`src/hw/irq_arbiter_defs.svh`:
```
`ifndef IRQ_ARBITER_DEFS_SVH
`define IRQ_ARBITER_DEFS_SVH

// register byte offsets
`define OFS_ENABLE 8'h00
`define OFS_PRIO_LO 8'h04
`define OFS_PRIO_HI 8'h08
`define OFS_MASK 8'h0c
`define OFS_STATUS 8'h10
`define OFS_PENDING 8'h14
`define OFS_VEC_BASE 8'h18

// reset values
`define RST_ENABLE 16'h0000
`define RST_PRIO 64'h0000_0000_0000_0000
`define RST_VEC_BASE 8'h40
`define RST_MASK 3'h7

// field positions and the nmi level
`define MASK_LVL_LSB 0
`define MASK_TRACE_BIT 7
`define NMI_LEVEL 3'h7

`endif

```
`src/hw/irq_arbiter_pkg.sv`:
```
`default_nettype none
package irq_arbiter_pkg;
    typedef enum logic [1:0] {
        ST_IDLE,
        ST_WAIT_ACK
    } arb_state_type;

    // CPU-facing acceptance request
    typedef struct packed {
        logic valid;
        logic nmi;
        logic [2:0] level;
        logic [7:0] vector;
    } accept_req_type;

    typedef enum logic [1:0] {
        RESP_OKAY = 2'b00,
        RESP_SLVERR = 2'b10
    } axi_resp_type;
endpackage
`default_nettype wire

```
`src/hw/eight_level_interrupt_arbiter.sv`:
```
// How it works
// RL1: non-NMI requests masked over eight levels
// RL2: only enabled sources enter arbitration
// RL3: highest priority wins, others stay pending
// RL4: equal priority: lowest source index wins
// RL5: accept only priority strictly above mask
// RL6: CPU finishes current instruction before handling
// RL7: CPU stacks PC, condition and extended control
// RL8: simple mode omits extended control from stack
// RL9: CPU clears trace bit on acceptance
// RL10: CPU loads mask with accepted priority
// RL11: NMI acceptance sets mask to seven
// RL12: device supplies vector; CPU fetches handler
// RL13: pending held; rearbitrate on mask change
//
// Register access over AXI4-Lite and the placing of the registers are this design's own decisions.
`include "irq_arbiter_defs.svh"
`default_nettype none
module eight_level_interrupt_arbiter #(
    parameter int NSRC = 16
) (
    input wire logic aclk,
    input wire logic aresetn,
    input wire logic [NSRC-1:0] src_event,
    input wire logic [NSRC-1:0] src_clear,
    input wire logic nmi_event,
    input wire logic cpu_ack,
    input wire logic [2:0] cpu_mask_level,
    input wire logic cpu_mask_wr,
    output irq_arbiter_pkg::accept_req_type accept_q,
    input wire logic [7:0] s_axi_awaddr,
    input wire logic s_axi_awvalid,
    output logic s_axi_awready,
    input wire logic [31:0] s_axi_wdata,
    input wire logic [3:0] s_axi_wstrb,
    input wire logic s_axi_wvalid,
    output logic s_axi_wready,
    output logic [1:0] s_axi_bresp,
    output logic s_axi_bvalid,
    input wire logic s_axi_bready,
    input wire logic [7:0] s_axi_araddr,
    input wire logic s_axi_arvalid,
    output logic s_axi_arready,
    output logic [31:0] s_axi_rdata,
    output logic [1:0] s_axi_rresp,
    output logic s_axi_rvalid,
    input wire logic s_axi_rready
);
    import irq_arbiter_pkg::*;

    logic [NSRC-1:0] irq_enable_reg_q;
    logic [NSRC*4-1:0] priority_level_regs_q;
    logic [7:0] extended_control_reg_q;
    logic [7:0] vec_base_q;
    logic [NSRC-1:0] pending_q;
    logic nmi_pend_q;
    arb_state_type state_q;
    logic [$clog2(NSRC)-1:0] taken_src_q;
    logic taken_nmi_q;

    // the top bit of each nibble is spare
    function automatic logic [2:0] prio_of(input logic [NSRC*4-1:0] p, input int i);
        prio_of = p[i*4 +: 3];
    endfunction

    // nmi owns the base entry, sources follow it in index order
    function automatic logic [7:0] vec_of(input logic [7:0] base, input logic nmi,
                                          input logic [$clog2(NSRC)-1:0] idx);
        if (nmi) begin
            vec_of = base;
        end else begin
            vec_of = base + 8'h01 + 8'(idx);
        end
    endfunction

    function automatic logic [31:0] status_word(input accept_req_type a);
        status_word = {16'h0000, a.vector, 3'h0, a.level, a.nmi, a.valid};
    endfunction

    // arbitration: combinational search over enabled pending sources
    logic win_valid;
    logic [2:0] win_level;
    logic [$clog2(NSRC)-1:0] win_idx;
    always_comb begin
        win_valid = 1'b0;
        win_level = 3'h0;
        win_idx = '0;
        for (int i = 0; i < NSRC; i++) begin
            // strict compare keeps the lowest index on ties
            if (pending_q[i] && irq_enable_reg_q[i] && // RL2
                (!win_valid || prio_of(priority_level_regs_q, i) > win_level)) begin // RL3 RL4
                win_valid = 1'b1;
                win_level = prio_of(priority_level_regs_q, i);
                win_idx = i[$clog2(NSRC)-1:0];
            end
        end
    end

    wire logic [2:0] mask_lvl = extended_control_reg_q[`MASK_LVL_LSB +: 3];
    // mask is read live each cycle; in ST_IDLE any change re-arbitrates at once, a standing offer is only withdrawn
    wire logic win_ok = win_valid && (win_level > mask_lvl); // RL1 RL5 RL13

    // an ack only counts while an offer stands
    // a stray ack from the cpu is ignored, never turned into a clear
    wire logic ack_take = cpu_ack && (state_q == ST_WAIT_ACK);

    // pending latches: set beats clear, so an event on an enabled source is never lost
    always_ff @(posedge aclk) begin
        if (!aresetn) begin
            pending_q <= '0;
        end else begin
            for (int i = 0; i < NSRC; i++) begin
                if (src_event[i] && irq_enable_reg_q[i]) begin // RL2
                    pending_q[i] <= 1'b1; // RL13
                end else if (src_clear[i] || !irq_enable_reg_q[i] ||
                             (ack_take && !taken_nmi_q &&
                              taken_src_q == i[$clog2(NSRC)-1:0])) begin
                    pending_q[i] <= 1'b0; // RL13
                end
            end
        end
    end

    // nmi has no enable and no clear but its own acceptance
    always_ff @(posedge aclk) begin
        if (!aresetn) begin
            nmi_pend_q <= 1'b0;
        end else if (nmi_event) begin
            nmi_pend_q <= 1'b1;
        end else if (ack_take && taken_nmi_q) begin
            nmi_pend_q <= 1'b0;
        end
    end

    // acceptance handshake toward the CPU; it acks after finishing its instruction
    always_ff @(posedge aclk) begin
        if (!aresetn) begin
            state_q <= ST_IDLE;
            accept_q <= '0;
            taken_src_q <= '0;
            taken_nmi_q <= 1'b0;
        end else begin
            unique case (state_q)
                ST_IDLE: begin
                    if (nmi_pend_q) begin
                        accept_q.valid <= 1'b1;
                        accept_q.nmi <= 1'b1;
                        accept_q.level <= `NMI_LEVEL; // RL11
                        accept_q.vector <= vec_of(vec_base_q, 1'b1, '0); // RL12
                        taken_nmi_q <= 1'b1;
                        state_q <= ST_WAIT_ACK;
                    end else if (win_ok) begin // RL5
                        accept_q.valid <= 1'b1;
                        accept_q.nmi <= 1'b0;
                        accept_q.level <= win_level; // RL10
                        accept_q.vector <= vec_of(vec_base_q, 1'b0, win_idx); // RL12
                        taken_src_q <= win_idx;
                        taken_nmi_q <= 1'b0;
                        state_q <= ST_WAIT_ACK;
                    end
                end
                ST_WAIT_ACK: begin
                    // RL6 cpu_ack comes only at an instruction boundary
                    if (cpu_ack) begin
                        accept_q.valid <= 1'b0;
                        state_q <= ST_IDLE;
                    end else if (!taken_nmi_q && !win_ok) begin
                        // withdrawn: source cleared or mask raised
                        accept_q.valid <= 1'b0; // RL13
                        state_q <= ST_IDLE;
                    end
                end
                default: state_q <= ST_IDLE;
            endcase
        end
    end

    // mirror of the CPU control word; stacking itself is the CPU's job (RL7 RL8)
    always_ff @(posedge aclk) begin
        if (!aresetn) begin
            extended_control_reg_q <= {5'h00, `RST_MASK};
        end else if (ack_take) begin
            // trace is never set here; only the cpu itself sets it
            extended_control_reg_q[`MASK_TRACE_BIT] <= 1'b0; // RL9
            extended_control_reg_q[`MASK_LVL_LSB +: 3] <= accept_q.level; // RL10 RL11
        end else if (cpu_mask_wr) begin
            extended_control_reg_q[`MASK_LVL_LSB +: 3] <= cpu_mask_level; // RL13
        end
    end

    // axi4-lite write: address and data taken in either order
    logic aw_have_q;
    logic w_have_q;
    logic [7:0] aw_addr_q;
    logic [31:0] w_data_q;
    wire logic wr_fire = aw_have_q && w_have_q && !s_axi_bvalid;
    // readies are flops so no combinational path runs back to the master
    always_ff @(posedge aclk) begin
        if (!aresetn) begin
            aw_have_q <= 1'b0;
            w_have_q <= 1'b0;
            aw_addr_q <= 8'h00;
            w_data_q <= 32'h0000_0000;
            s_axi_awready <= 1'b1;
            s_axi_wready <= 1'b1;
            s_axi_bvalid <= 1'b0;
            s_axi_bresp <= RESP_OKAY;
        end else begin
            if (s_axi_awvalid && s_axi_awready) begin
                aw_have_q <= 1'b1;
                aw_addr_q <= s_axi_awaddr;
                s_axi_awready <= 1'b0;
            end
            if (s_axi_wvalid && s_axi_wready) begin
                w_have_q <= 1'b1;
                w_data_q <= s_axi_wdata;
                s_axi_wready <= 1'b0;
            end
            if (s_axi_bvalid && s_axi_bready) begin
                s_axi_bvalid <= 1'b0;
            end
            if (wr_fire) begin
                aw_have_q <= 1'b0;
                w_have_q <= 1'b0;
                s_axi_awready <= 1'b1;
                s_axi_wready <= 1'b1;
                s_axi_bvalid <= 1'b1;
                s_axi_bresp <= RESP_OKAY;
                // a bad address still completes, only with an error response
                unique case (aw_addr_q)
                    `OFS_ENABLE, `OFS_PRIO_LO, `OFS_PRIO_HI, `OFS_VEC_BASE: ;
                    `OFS_MASK, `OFS_STATUS, `OFS_PENDING: ;
                    default: s_axi_bresp <= RESP_SLVERR;
                endcase
            end
        end
    end

    // strobes ignored: every register is whole-word
    always_ff @(posedge aclk) begin
        if (!aresetn) begin
            irq_enable_reg_q <= `RST_ENABLE;
        end else if (wr_fire && aw_addr_q == `OFS_ENABLE) begin
            irq_enable_reg_q <= w_data_q[NSRC-1:0]; // RL2
        end
    end

    always_ff @(posedge aclk) begin
        if (!aresetn) begin
            priority_level_regs_q <= `RST_PRIO;
        end else if (wr_fire && aw_addr_q == `OFS_PRIO_LO) begin
            priority_level_regs_q[31:0] <= w_data_q;
        end else if (wr_fire && aw_addr_q == `OFS_PRIO_HI) begin
            priority_level_regs_q[63:32] <= w_data_q;
        end
    end

    always_ff @(posedge aclk) begin
        if (!aresetn) begin
            vec_base_q <= `RST_VEC_BASE;
        end else if (wr_fire && aw_addr_q == `OFS_VEC_BASE) begin
            vec_base_q <= w_data_q[7:0];
        end
    end

    // read channel: data loads on the address handshake
    always_ff @(posedge aclk) begin
        if (!aresetn) begin
            s_axi_rvalid <= 1'b0;
            s_axi_rdata <= 32'h0000_0000;
            s_axi_rresp <= RESP_OKAY;
        end else if (s_axi_rvalid) begin
            if (s_axi_rready) begin
                s_axi_rvalid <= 1'b0;
            end
        end else if (s_axi_arvalid && s_axi_arready) begin
            s_axi_rvalid <= 1'b1;
            s_axi_rresp <= RESP_OKAY;
            unique case (s_axi_araddr)
                `OFS_ENABLE: s_axi_rdata <= 32'(irq_enable_reg_q);
                `OFS_PRIO_LO: s_axi_rdata <= priority_level_regs_q[31:0];
                `OFS_PRIO_HI: s_axi_rdata <= priority_level_regs_q[63:32];
                `OFS_MASK: s_axi_rdata <= {24'h0, extended_control_reg_q};
                `OFS_STATUS: s_axi_rdata <= status_word(accept_q);
                `OFS_PENDING: s_axi_rdata <= {15'h0, nmi_pend_q, 16'(pending_q)};
                `OFS_VEC_BASE: s_axi_rdata <= {24'h0, vec_base_q};
                default: begin
                    s_axi_rdata <= 32'h0000_0000;
                    s_axi_rresp <= RESP_SLVERR;
                end
            endcase
        end
    end

    // one-cycle pulse, so one read address is never taken twice
    always_ff @(posedge aclk) begin
        if (!aresetn) begin
            s_axi_arready <= 1'b0;
        end else begin
            s_axi_arready <= s_axi_arvalid && !s_axi_rvalid && !s_axi_arready;
        end
    end
endmodule // eight_level_interrupt_arbiter
`default_nettype wire

```
`config.mk`:
```
export PLATFORM = sky130hd
export DESIGN_NAME = eight_level_interrupt_arbiter
export DESIGN_NICKNAME = d
export VERILOG_FILES = /design/src/hw/irq_arbiter_pkg.sv /design/src/hw/eight_level_interrupt_arbiter.sv
export VERILOG_INCLUDE_DIRS = /design/src /design/src/hw
export SDC_FILE = /design/constraint.sdc
export NUM_CORES = 1
export LEC_CHECK = 0
export BUFFER_PORTS_ARGS = -buffer_cell sky130_fd_sc_hd__buf_2
export CORE_MARGIN = 8
export CORE_UTILIZATION = 55
export CTS_CLUSTER_DIAMETER = 40
export CTS_CLUSTER_SIZE = 16
export DETAILED_ROUTE_END_ITERATION = 16
export GPL_ROUTABILITY_DRIVEN = 0
export HOLD_SLACK_MARGIN = 0.08
export PLACE_DENSITY = 0.77
export SETUP_SLACK_MARGIN = 0.05
export SYNTH_ARGS = -nofsm -noshare
export SYNTH_HDL_FRONTEND = slang
export SYNTH_SLANG_ARGS = --single-unit
export TNS_END_PERCENT = 100
```
`constraint.sdc`:
```
create_clock -name aclk -period 29.2 [get_ports aclk]
set_clock_uncertainty 0.05 [all_clocks]
set_input_delay 2.92 -clock aclk [delete_from_list [all_inputs] [get_ports aclk]]
set_output_delay 2.92 -clock aclk [all_outputs]
set_load 0.01 [all_outputs]
```
**Word level (Yosys, flattened, before mapping)**

Index checks and enable logic that the tools add are counted.
W data, S select, Z words.

- Output and inout port bits: 54
- Input port bits: 97
- Register bits after elaboration: 211
- Word-level logic and storage cells: 393

- Add/subtract/negate cells: 2
- Reduce and logical (&&, ||, !) cells: 197
- Multiplexer cells: 103
- Eq/ne operators: 30
- $lt $le $gt $ge: 16
- Bitwise operators: 4

Operators with widths:

| kind | count |
|---|---|
| $pmux W32 S7 | 1 |
| $logic_and A1 B1 Y1 | 80 |
| $mux W1 | 60 |
| $mux W4 | 14 |
| $mux W3 | 18 |
| $eq A8 B5 Y1 const B | 6 |
| $gt A3 B3 Y1 | 16 |
| $logic_or A1 B1 Y1 | 47 |
| $reduce_bool A2 Y1 | 21 |
| $logic_not A1 Y1 | 36 |
| $eq A4 B4 Y1 const B | 8 |
| $eq A8 B4 Y1 const B | 4 |
| $mux W13 | 2 |
| $eq A4 B3 Y1 const B | 4 |
| $eq A8 B3 Y1 const B | 2 |
| $logic_not A8 Y1 | 2 |
| $reduce_or A7 Y1 | 2 |
| $mux W2 | 6 |
| $add A8 B1 Y8 const B | 1 |
| $add A8 B4 Y8 | 1 |
| $eq A4 B2 Y1 const B | 2 |
| $reduce_and A2 Y1 | 4 |
| $reduce_and A3 Y1 | 2 |
| $eq A4 B1 Y1 const B | 1 |
| 9 further kinds | 12 |

**Longest topological paths before layout**

Gate-level depths: netlist of run 1.

- Word-level depth: 69
- Gate-level depth with buffers: 131
- Gate-level depth less buffers: 128

**Least setup slack after synthesis of run 1**

No wires, ideal clock.

- Path kind: flip-flop to flip-flop
- Start point: register irq_enable_reg_q[0]
- End point: register accept_q[5] (netlist bit)
- Stages on the path, launching flop included: 128
- Arrival: 22.068 ns
- Library setup time: 0.086 ns
- Clock period less this slack: 22.204 ns
- Path slack: 6.996 ns
- Path buffers: 4
- Cells stage by stage: dfxtp_1 and2_1 nand2_1 ha_1 and3_1 a21oi_1 a21oi_1 a22o_1 ha_1 nand3b_1 a32o_1 a21oi_1 o31a_1 inv_1 ha_1 a21oi_1 o21ai_0 a32oi_1 (+92 left out) a21oi_1 a31oi_1 nor2_1 nor2_1 buf_2 a21oi_1 o31a_1 a311oi_2 ha_1 nor2b_1 o21a_1 o21ai_0 a21oi_1 nor2_1 nor2_1 clkbuf_1 nor2_1 a211oi_1

- Cells in the longest elaborated chain, start to end: 66

RTL lines:

| element | RTL line | RTL |
|---|---|---|
| start: declaration | eight_level_interrupt_arbiter.sv:51 | `logic [NSRC-1:0] irq_enable_reg_q;` |
| start signal: assignment | eight_level_interrupt_arbiter.sv:242 | `` irq_enable_reg_q <= `RST_ENABLE; `` |
| start signal: assignment | eight_level_interrupt_arbiter.sv:244 | `irq_enable_reg_q <= w_data_q[NSRC-1:0];` |
| $logic_and A1 B1 Y1 * | eight_level_interrupt_arbiter.sv:90 | `if (pending_q[i] && irq_enable_reg_q[i] &&` |
| parallel branches: the longest is 65 deep, another holds $gt A3 B3 Y1 | -- |  |
| end: declaration | eight_level_interrupt_arbiter.sv:30 | `output irq_arbiter_pkg::accept_req_type accept_q,` |

Mark *: on every way between the ends. The select of a mux whose other input is x is not followed.
A chain may end at the register's enable or synchronous reset.

**Final worst setup path of run 1**

- Start point: register irq_enable_reg_q[0]
- End point: register accept_q[1] (netlist bit)

Same word-level chain as after synthesis.

==> results of run 1 <==
[sequential cells by signal (all words and copies together) (netlist names)]
name,flops
accept_q,13
s_axi_awready,1
priority_level_regs_q,64
s_axi_bresp,1
s_axi_rresp,1
taken_src_q,4
s_axi_bvalid,1
aw_addr_q,8
s_axi_wready,1
pending_q,16
s_axi_rvalid,1
nmi_pend_q,1
s_axi_rdata,32
vec_base_q,8
w_data_q,32
w_have_q,1
irq_enable_reg_q,16
aw_have_q,1
s_axi_arready,1
extended_control_reg_q,3
[critical path, delay by kind of cell, from the launching register on]
kind / cells / cell delay [ps]
multiplexers: 3 / 800
AND/OR/NAND/NOR: 32 / 6060
AO/OA/AOI/OAI: 65 / 13960
buffers and inverters: 4 / 300
flip-flops: 1 / 450
adder cells (fa/ha/maj): 18 / 5160
[layout make-up]
| cell class | instances | area (µm²) | share of cell area [%] |
|---|---|---|---|
| clock buffers | 30 | 708 | 5.59 |
| multi-input cells | 1083 | 6180 | 48.8 |
| flip-flops and latches | 206 | 4120 | 32.5 |
| well taps | 265 | 332 | 2.62 |
| inverters | 57 | 216 | 1.71 |
| repair buffers | 155 | 803 | 6.34 |
| clock inverters | 22 | 305 | 2.41 |
[logic make-up (layout without fill, tap and decap cells)]
| kind of cell | count (synthesis) | after routing | synth area share (%) |
|---|---|---|---|
| buf+inv | 140 | 264 | 5.14 |
| compound gates | 402 | 402 | 23.1 |
| simple gates | 574 | 574 | 22.4 |
| xor+xnor | 4 | 4 | 0.323 |
| flops | 206 | 206 | 38.0 |
| mux | 54 | 54 | 5.57 |
| other cells | 1 | 2 | 0.0345 |
| fa+ha+maj | 47 | 47 | 5.44 |
[per-stage QoR]
step | cells | hold WS, ps | setup WS, ps
floorplan | 1429 | 381 | 7000
global placement | 1766 | 377 | 3590
detailed placement | 1766 | 395 | 3000
CTS | 1818 | 403 | 2860
global route | 1818 | 425 | 105
finish | 1818 | 399 | 2260
[path summary, 6_finish.rpt]
check	cells after the start	endpoint	from	slack, ps
worst max-delay path	122	accept_q[1]	irq_enable_reg_q[0]	2260
worst max register to register	122	accept_q[1]	irq_enable_reg_q[0]	2260
worst min-delay path	1	s_axi_arready	s_axi_arready	400
worst min register to register	1	s_axi_arready	s_axi_arready	400
[power by group through the flow]
stage	Clock, mW	Combinational [mW]	Sequential (mW)
floorplan	0	0.0227	0.298
global placement	0	0.0354	0.301
detailed placement	0	0.0360	0.301
CTS	0.361	0.0363	0.295
global route	0.376	0.0404	0.296
finish	0.359	0.0364	0.295
[placed cells by master, fill, tap and decap left out, types with 7 or more instances in the layout]
| master | count |
|---|---|
| nand3_1 | 33 |
| a21o_1 | 7 |
| ha_1 | 44 |
| nand2_1 | 311 |
| clkbuf_16 | 28 |
| o211ai_1 | 9 |
| mux2i_1 | 48 |
| and2_1 | 8 |
| a211oi_1 | 10 |
| and3_1 | 7 |
| o21ai_0 | 59 |
| buf_4 | 11 |
| a22oi_1 | 31 |
| nor2_1 | 141 |
| buf_2 | 144 |
| nor3_1 | 14 |
| inv_1 | 56 |
| a31oi_1 | 24 |
| a21oi_1 | 187 |
| nor2b_1 | 19 |
| o21a_1 | 9 |
| nand2b_1 | 9 |
| dfxtp_1 | 206 |
[routing by layer]
layer	GRT usage [%]	share of wire, %
met3	5.57	10
met2	41.7	44
met4	11.6	3.9
met5	0	0.030
met1	36.3	42
==> summary.txt, run 1 <==
Run status
  • Status: complete, no violations

STA
  • Minimum clock period: 26940 ps
  • Max_slew headroom: between 20% and 30%
  • RSZ-0062 raised after global routing: false
  • Final setup viols: 0
  • Worst slew pin tran: about 1100 ps
  • Setup TNS: 0 ps
  • Count of final hold-check violations: 0
  • Max Slew Vio Count: 0
  • Max Clock Freq: between 30 and 40 MHz
  • Period utilisation layout: between 90% and 100%

Logic synthesis
  • Syn Inst Count: approximately 1.4k
  • Post-Syn Area: ~11000 µm²
  • Post-synth top cells: 311 x nand2_1, 206 x dfxtp_1, 187 x a21oi_1
  • Cell with the most instances after synthesis: nand2_1
  • Yosys top cell area share: approximately 38%
  • Top cell type by total area after synthesis: dfxtp_1
  • Top post-synthesis cells by area: dfxtp_1 38%, nand2_1 11%, a21oi_1 8.6%
  • Synth Flop Type: dfxtp_1
  • Mean post-synth cell area: approximately 7.6 µm²
  • FF+latch count, synth: 206
  • Post-synth cell types: roughly 80
  • Sequential-to-total area share from yosys stat: ~38%
  • Ys Warns: 0
  • Asr flop ratio synth: 0%
  • Post-synth EDFFs: 0

Clock tree
  • CTS tree: built
  • Skew-Pair Late Insertion Delay: 560 ps
  • Post-cts resize count: 0
  • H-tree lvl count: 1
  • Clock Path Buffers: 3
  • CTS Buf Count: 28
  • CTS Hold Buffers Added: 0
  • Post-CTS setup buffers: 0
  • Clk root buf: clkbuf_16
  • Clock Pin Slew Worst Setup and Hold Paths: 60 ps
  • Clock Sinks: 206

Global route
  • Global-route usage over all layers: 27.1%
  • GRT overflow: 0
  • Vias in the first global route: around 10k
  • Largest net degree at the start of global routing: between 100 and 150
  • Initial antenna violation count: 1
  • First-pass GRT wire length: between 50000 and 60000 µm

Flow run
  • Number of max-cap violations: 0

Drt
  • Via count: roughly 11k
  • Vias/cell: between 5 and 6
  • Routed WL: roughly 34000 µm
  • Antenna-violating nets left: 0
  • Remaining DRCs: 0
  • Iter 0 DRT Violations: approximately 1.1k
  • Avg WL per Cell: ~19 µm
  • Drt pass-1 iters: 7

Floorplanning
  • Die area: between 20000 and 25000 µm²
  • CORE AREA: just under 20000 µm²
  • Initial Util: between 50% and 60%
  • Die height: approximately 160 µm
  • Std cell rows: 51
  • IO Pins: about 150
  • Die width: about 160 µm

Final layout
  • Synth-to-layout area growth: 16.7%
  • Fin util: 65.3%
  • Finished Cell Area: 12700 µm²
  • Diodes inserted: 0
  • Nets@finish: between 1.5k and 2k
  • Share of cells above drive strength 1: about 15%
  • # fillers: roughly 1.8k

Pwr
  • Pwr Density: around 54 nW/µm²
  • Clock share of power: between 50 and 60%
  • Seq pwr share: 42.8%
  • Static leakage: around 5.2 nW
  • Sw Share: 24.8%
  • Psw: 0.171 mW
  • Max rail drop VDD: 0.0420 mV
  • Total power: 0.690 mW
  • Comb pwr share: 5.3%
  • Cell-internal power: roughly 0.52 mW

Placed design
  • # port buffers: between 100 and 150
  • Final HPWL DP: between 20000 and 25000 µm
  • DP Area: between 10000 and 15000 µm²

Worst hold path
  • HP Class: reg -> reg

Setup path
  • Most used cell, CP: o21ai_0
  • CP max stage delay: just over 800 ps
  • Crit path launch type: flop
  • CP Capture Type: flop
  • CP max stage cell: nor2_1
  • CP required: 29540 ps
  • Critical setup path kind: reg -> reg
  • Worst Path Arrival: about 27000 ps
  • Worst-path maximum fanout: 17
(Power assumes the default switching activity.)
==> run 2: changes to the inputs <==
Settings changed: CAP_MARGIN set to 20, CELL_PAD_IN_SITES_DETAIL_PLACEMENT set to 2, CELL_PAD_IN_SITES_GLOBAL_PLACEMENT set to 2, CORE_UTILIZATION 55 to 33, PLACE_DENSITY 0.77 to not set, PLACE_DENSITY_LB_ADDON set to 0.1, TNS_END_PERCENT 100 to 10.
==> run 2 against run 1 <==
Core utilization is 24 points lower. Sequential share of layout area fell by 1.4 points. First-iteration DRC count fell by 56%. Highest routed layer is now met4. Register-to-register slack better by 70 ps. Combinational power increased by 6.9%. Final cell count increased by 11%. Critical path depth decreased by 2. Worst setup slack improved by 71 ps. Total power is 14% higher. Global-route usage down 3.8 points. Wire length rose by 37%.
==> summary.txt, run 2 (synthesized netlist as in run 1, its figures left out) <==
Floorplanning
  • IO Pins: 151 (unchanged)
  • CORE AREA: 32500 µm² (+67%)
  • Die height: 197 µm (+26%)
  • Die area: 39000 µm² (+59%)
  • Die width: 197 µm (+26%)
  • Initial Util: 33.4% (-23 points)
  • Std cell rows: 66 (+29%)

Setup path
  • CP Capture Type: flop
  • End of the critical path: accept_q[1]
  • Critical setup path kind: reg -> reg
  • Worst setup startpoint: irq_enable_reg_q[0]
  • FF-to-FF setup slack: 2330 ps (+70 ps)
  • Reg2reg path depth: 120 (-1.6%)
  • R2R Path Start: irq_enable_reg_q[0]
  • Worst-path maximum fanout: 14 (-3)
  • Crit path launch type: flop
  • Critical R2R Capture: accept_q[1]
  • CP top delay family: compound AO/OA/AOI/OAI gates
  • CP max stage cell: dfxtp_1
  • CP max stage delay: 480 ps (-350 ps)
  • CP required: 29520 ps (-20 ps)
  • Worst path buffer plus inverter count: 5 (+1)
  • Worst Path Arrival: 27190 ps (-100 ps)
  • Crit path depth: 120 (-1.6%)
  • Most used cell, CP: o21ai_0

Final layout
  • Share of cells above drive strength 1: 16.5% (+1.4 points)
  • Most frequent cells in the layout: 311 x nand2_1, 206 x dfxtp_1, 185 x a21oi_1
  • Finished Cell Area: 13300 µm² (+4.6%)
  • Synth-to-layout area growth: 22.1%
  • # fillers: 3791 (+120%)
  • Biggest regs: priority_level_regs_q: 64 flops, s_axi_rdata: 32 flops, w_data_q: 32 flops
  • Nets@finish: 1684 (+0.66%)
  • Diodes inserted: 0 (unchanged)
  • Most common cell after layout, fill and taps aside: nand2_1
  • Area of the multi-input gates: 6230 µm² (+0.77%)
  • Fin util: 40.8% (-24 points)
  • Largest register FFs: 64 (unchanged)
  • Register Area: 4120 µm² (unchanged)
  • Largest reg by FF count: priority_level_regs_q

STA
  • RSZ-0062 raised after global routing: false
  • Max Clock Freq: 37.2 MHz (+0.27%)
  • Max Slew Vio Count: 0 (unchanged)
  • Minimum clock period: 26870 ps (-71.2 ps)
  • Count of final hold-check violations: 0 (unchanged)
  • Max_slew headroom: 22.4% (-1.0 points)
  • Final setup viols: 0 (unchanged)
  • Period utilisation layout: 92.0% (-0.24 points)
  • Worst slew pin tran: 1160 ps (+18.5 ps)
  • Setup TNS: 0 ps (unchanged)

Drt
  • Vias/cell: 5.54 (-5.9%)
  • Routed WL: 46400 µm (+37%)
  • Drt pass-1 iters: 5 (-2)
  • Iter 0 DRT Violations: 479 (-56%)
  • Avg WL per Cell: 23.1 µm (+24%)
  • Remaining DRCs: 0 (unchanged)
  • Antenna-violating nets left: 0 (unchanged)
  • Via count: 11.1k (+4.1%)

Placed design
  • DP Area: 11900 µm² (+2.2%)
  • Final HPWL DP: 34000 µm (+37%)
  • # port buffers: 144 (unchanged)

Global route
  • GRT overflow: 0 (unchanged)
  • Vias in the first global route: 12.1k (+22%)
  • Global-route usage over all layers: 23.3% (-3.8 points)
  • First-pass GRT wire length: 70900 µm (+32%)
  • Initial antenna violation count: 0 (-1)
  • Largest net degree at the start of global routing: 97 (-5.8%)

Worst hold path
  • HP Class: reg -> reg
  • Hold path startpoint: aw_addr_q[5]

Clock tree
  • H-tree lvl count: 2 (+1)
  • Clock Sinks: 206 (unchanged)
  • CTS tree: built
  • Clk root buf: clkbuf_16
  • CTS Buf Count: 39 (+39%)
  • Post-CTS setup buffers: 0 (unchanged)
  • Clock Path Buffers: 3 (unchanged)
  • Clock Pin Slew Worst Setup and Hold Paths: 50 ps (about the same)
  • Skew-Pair Late Insertion Delay: 520 ps (-40 ps)

Flow run
  • Number of max-cap violations: 0 (unchanged)

Pwr
  • Pwr Density: 59.2 nW/µm² (+8.6%)
  • Max rail drop VDD: 0.0435 mV (+3.7%)
  • Static leakage: 5.38 nW (+3.5%)

Run status
  • Status: complete, no violations
run 2: report_power, final:
group / total (mW) / switching [mW] / internal [mW]
Sequential: 0.298 / 0.00948 / 0.288
Clock: 0.448 / 0.150 / 0.298
Combinational: 0.0389 / 0.0243 / 0.0146
Total: 0.784 / 0.183 / 0.601
run 2: area by class of cell:
class	instances	share of cell area [%]
Tap cell	442	4.17
Multi-Input combinational cell	1083	47.0
Clock inverter	19	1.58
Clock buffer	49	8.25
Sequential cell	206	31.1
Inverter	57	1.65
Timing Repair Buffer	155	6.21
run 2: worst min-delay path by stage:
stage | endpoint | slack [ps] | cells past startpoint
floorplan | aw_addr_q[7] | 380 | 2
global placement | s_axi_arready | 380 | 1
detailed placement | priority_level_regs_q[27] | 400 | 2
CTS | aw_addr_q[5] | 410 | 2
global route | priority_level_regs_q[47] | 430 | 2
finish | aw_addr_q[5] | 410 | 2
run 2: repair_timing:
item	in CTS	in global routing
gates resized for setup	0	7
endpoints found under the setup margin	0	17
hold buffers	0	0
run 2: stage by stage:
step | total power [mW] | instances | setup WS, ps | hold WS, ps
after CTS | 0.795 | 2011 | 1500 | 411
after global routing | 0.812 | 2011 | 51.2 | 434
after detailed placement | 0.342 | 1943 | 1650 | 403
after global placement | 0.340 | 1941 | 2280 | 381
final | 0.784 | 2011 | 2330 | 406
after floorplan | 0.321 | 1429 | 7000 | 381
run 2: metal layers:
metal / routed length (µm) / track usage, % / vias up / part of all wire (%)
li1: - / - / 5201 / -
met1: 20800 / 28.8 / 5593 / 45
met2: 22100 / 40.5 / 254 / 48
met3: 2000 / 3.90 / 87 / 4.3
met4: 1490 / 8.08 / 0 / 3.2
met5: 0 / 0 / - / 0
run 2: worst register-to-register path: cells and delay by family, from the launching register on:
kind	cells	cell delay, ps
buffers and inverters	5	570
adders and majority gates	18	5430
and+or+nand+nor	33	5550
AOI/OAI and AO/OA	62	14030
muxes	2	580
DFF	1	480
==> run 3: changes to the inputs <==
Settings changed: CELL_PAD_IN_SITES_DETAIL_PLACEMENT 2 to not set, CELL_PAD_IN_SITES_GLOBAL_PLACEMENT 2 to not set, CORE_UTILIZATION 33 to 55, PLACE_DENSITY set to 0.77, PLACE_DENSITY_LB_ADDON 0.1 to not set.
Clock period 29.2 ns to 30.6 ns, I/O delays scaled along.
==> run 3 against run 2 <==
Hold slack got worse by 18 ps. Critical path depth rose by 1. Final area fell by 4.2%. Wire length fell by 26%. Non-clock buffer count rose by 1. Final cell count fell by 9.5%. Critical endpoint is now taken_src_q[2]. Highest routed layer unchanged.
==> summary.txt, run 3 (synthesized netlist as in run 1, its figures left out) <==
Final layout
  • Register Area: 4120 µm² (unchanged)
  • Share of cells above drive strength 1: 15.1% (-1.4 points)
  • Most frequent cells in the layout: 311 x nand2_1, 206 x dfxtp_1, 187 x a21oi_1
  • Biggest regs: priority_level_regs_q: 64 flops, s_axi_rdata: 32 flops, w_data_q: 32 flops
  • Layout Cells excl Fill: 1820 (-9.5%)
  • Largest register FFs: 64 (unchanged)
  • Largest reg by FF count: priority_level_regs_q
  • Most common cell after layout, fill and taps aside: nand2_1
  • Area of the multi-input gates: 6180 µm² (-0.76%)
  • # fillers: 1744 (-54%)
  • Nets@finish: 1675 (-0.53%)
  • Synth-to-layout area growth: 16.9%
  • Diodes inserted: 0 (unchanged)

Clock tree
  • Clock Path Buffers: 3 (unchanged)
  • Post-CTS setup buffers: 0 (unchanged)
  • H-tree lvl count: 1 (-1)
  • Post-cts resize count: 0 (unchanged)
  • Skew-Pair Late Insertion Delay: 550 ps (+30 ps)
  • CTS tree: built
  • Clk root buf: clkbuf_16
  • Clock Sinks: 206 (unchanged)
  • CTS Hold Buffers Added: 0 (unchanged)
  • CTS Buf Count: 29 (-26%)
  • Clock Pin Slew Worst Setup and Hold Paths: 60 ps (about the same)

Pwr
  • Sw Share: 24.3% (+0.87 points)
  • Comb pwr share: 5.4% (+0.4 points)
  • Clock share of power: 51.9% (-5.2 points)
  • Static leakage: 5.21 nW (-3.2%)
  • Seq pwr share: 42.8% (+4.9 points)
  • Cell-internal power: 0.499 mW (-17%)
  • Pwr Density: 52.0 nW/µm² (-12%)
  • Max rail drop VDD: 0.0410 mV (-5.7%)
  • Total power: 0.659 mW (-16%)
  • Psw: 0.160 mW (-13%)

Floorplanning
  • Std cell rows: 51 (-23%)
  • Die area: 24500 µm² (-37%)
  • IO Pins: 151 (unchanged)
  • Initial Util: 56.0% (+23 points)
  • Die width: 156 µm (-21%)
  • CORE AREA: 19400 µm² (-40%)
  • Die height: 156 µm (-21%)

STA
  • Setup TNS: 0 ps (unchanged)
  • Period utilisation layout: 88.2% (-3.9 points)
  • Max Slew Vio Count: 0 (unchanged)
  • Count of final hold-check violations: 0 (unchanged)
  • Final setup viols: 0 (unchanged)
  • Minimum clock period: 26970 ps (+103 ps)
  • Max_slew headroom: 9.43% (-13 points)
  • Max Clock Freq: 37.1 MHz (-0.38%)
  • Worst slew pin tran: 1360 ps (+194 ps)
  • RSZ-0062 raised after global routing: false

Setup path
  • Critical setup path kind: reg -> reg
  • End of the critical path: taken_src_q[2]
  • R2R Path Start: irq_enable_reg_q[0]
  • CP max stage delay: 720 ps (+240 ps)
  • FF-to-FF setup slack: 3630 ps (+1300 ps)
  • CP required: 30980 ps (+1460 ps)
  • CP Capture Type: flop
  • Reg2reg path depth: 121 (+0.83%)
  • CP max stage cell: nor3_1
  • Worst-path maximum fanout: 12 (-2)
  • Worst setup startpoint: irq_enable_reg_q[0]
  • Most used cell, CP: o21ai_0
  • Crit path launch type: flop
  • Worst Path Arrival: 27360 ps (+170 ps)
  • Critical R2R Capture: taken_src_q[2]

Worst hold path
  • HP Class: reg -> reg

Drt
  • Drt pass-1 iters: 6 (+1)
  • Via count: 10.7k (-3.6%)
  • Iter 0 DRT Violations: 1130 (+140%)
  • Vias/cell: 5.90 (+6.5%)
  • Remaining DRCs: 0 (unchanged)
  • Antenna-violating nets left: 0 (unchanged)
  • Routed WL: 34200 µm (-26%)
  • Avg WL per Cell: 18.8 µm (-19%)

Flow run
  • Number of max-cap violations: 0 (unchanged)

Global route
  • First-pass GRT wire length: 54100 µm (-24%)
  • Initial antenna violation count: 0 (unchanged)
  • Vias in the first global route: 10.2k (-16%)
  • Global-route usage over all layers: 27.6% (+4.2 points)
  • GRT overflow: 0 (unchanged)
  • Largest net degree at the start of global routing: 103 (+6.2%)

Placed design
  • Placed Cells: 1765 (-9.2%)
  • Final HPWL DP: 25000 µm (-27%)
  • # port buffers: 144 (unchanged)

Run status
  • Status: complete, no violations
run 3: cell types whose count changed in the layout (fill, tap and decap cells not counted), moves of 6 or more:
cell       before  now
clkbuf_16      39   29
clkbuf_8        8    0
clkinv_2       11    1
clkinv_4        2    8
run 3: through the flow:
step | hold WS, ps | worst slack [ps] | instance area, µm² | utilization [%]
floorplan | 381 | 8400 | 10900 | -
global placement | 378 | 4990 | 11600 | 60.0
detailed placement | 385 | 4310 | 11600 | 60.0
CTS | 393 | 4170 | 12700 | 65.2
global route | 416 | 1690 | 12700 | 65.4
finish | 388 | 3630 | 12700 | 65.4
run 3: area by class of cell:
| cell class | instances | area share (%) |
|---|---|---|
| Clock buffer | 32 | 5.81 |
| Sequential cell | 206 | 32.5 |
| Clock inverter | 21 | 2.10 |
| Multi-Input combinational cell | 1083 | 48.7 |
| Timing Repair Buffer | 156 | 6.55 |
| Tap cell | 265 | 2.61 |
| Inverter | 57 | 1.71 |
run 3: how the worst min path moves through the flow:
stage                  start       endpoint  cells after the start  slack, ps
2_1_floorplan   aw_addr_q[7]   aw_addr_q[7]                      2        380
3_3_place_gp   s_axi_arready  s_axi_arready                      1        380
3_5_place_dp   s_axi_arready  s_axi_arready                      1        390
4_1_cts        s_axi_arready  s_axi_arready                      1        390
5_1_grt         aw_addr_q[1]   aw_addr_q[1]                      2        420
6_report       s_axi_arready  s_axi_arready                      1        390
run 3: worst max-delay path: cells and delay by family, from the launching register on:
kind / cells / cell delay (ps)
and+or+nand+nor: 29 / 5610
muxes: 2 / 440
DFF: 1 / 450
AOI/OAI and AO/OA: 67 / 14610
buffers and inverters: 5 / 420
adders and majority gates: 18 / 5200
run 3: power by group through the flow:
stage	registers, mW	clock network [mW]	logic (mW)
after floorplan	0.285	0	0.0216
after global placement	0.287	0	0.0337
after detailed placement	0.287	0	0.0344
after CTS	0.282	0.344	0.0346
after global routing	0.283	0.356	0.0392
final	0.282	0.342	0.0354
run 3: metal layers:
| layer | part of all wire (%) | wire [µm] | track usage, % |
|---|---|---|---|
| met1 | 41 | 14000 | 35.7 |
| met2 | 44 | 15200 | 43.7 |
| met3 | 11 | 3620 | 5.87 |
| met4 | 4.0 | 1370 | 11.6 |
| met5 | 0 | 0 | 0 |
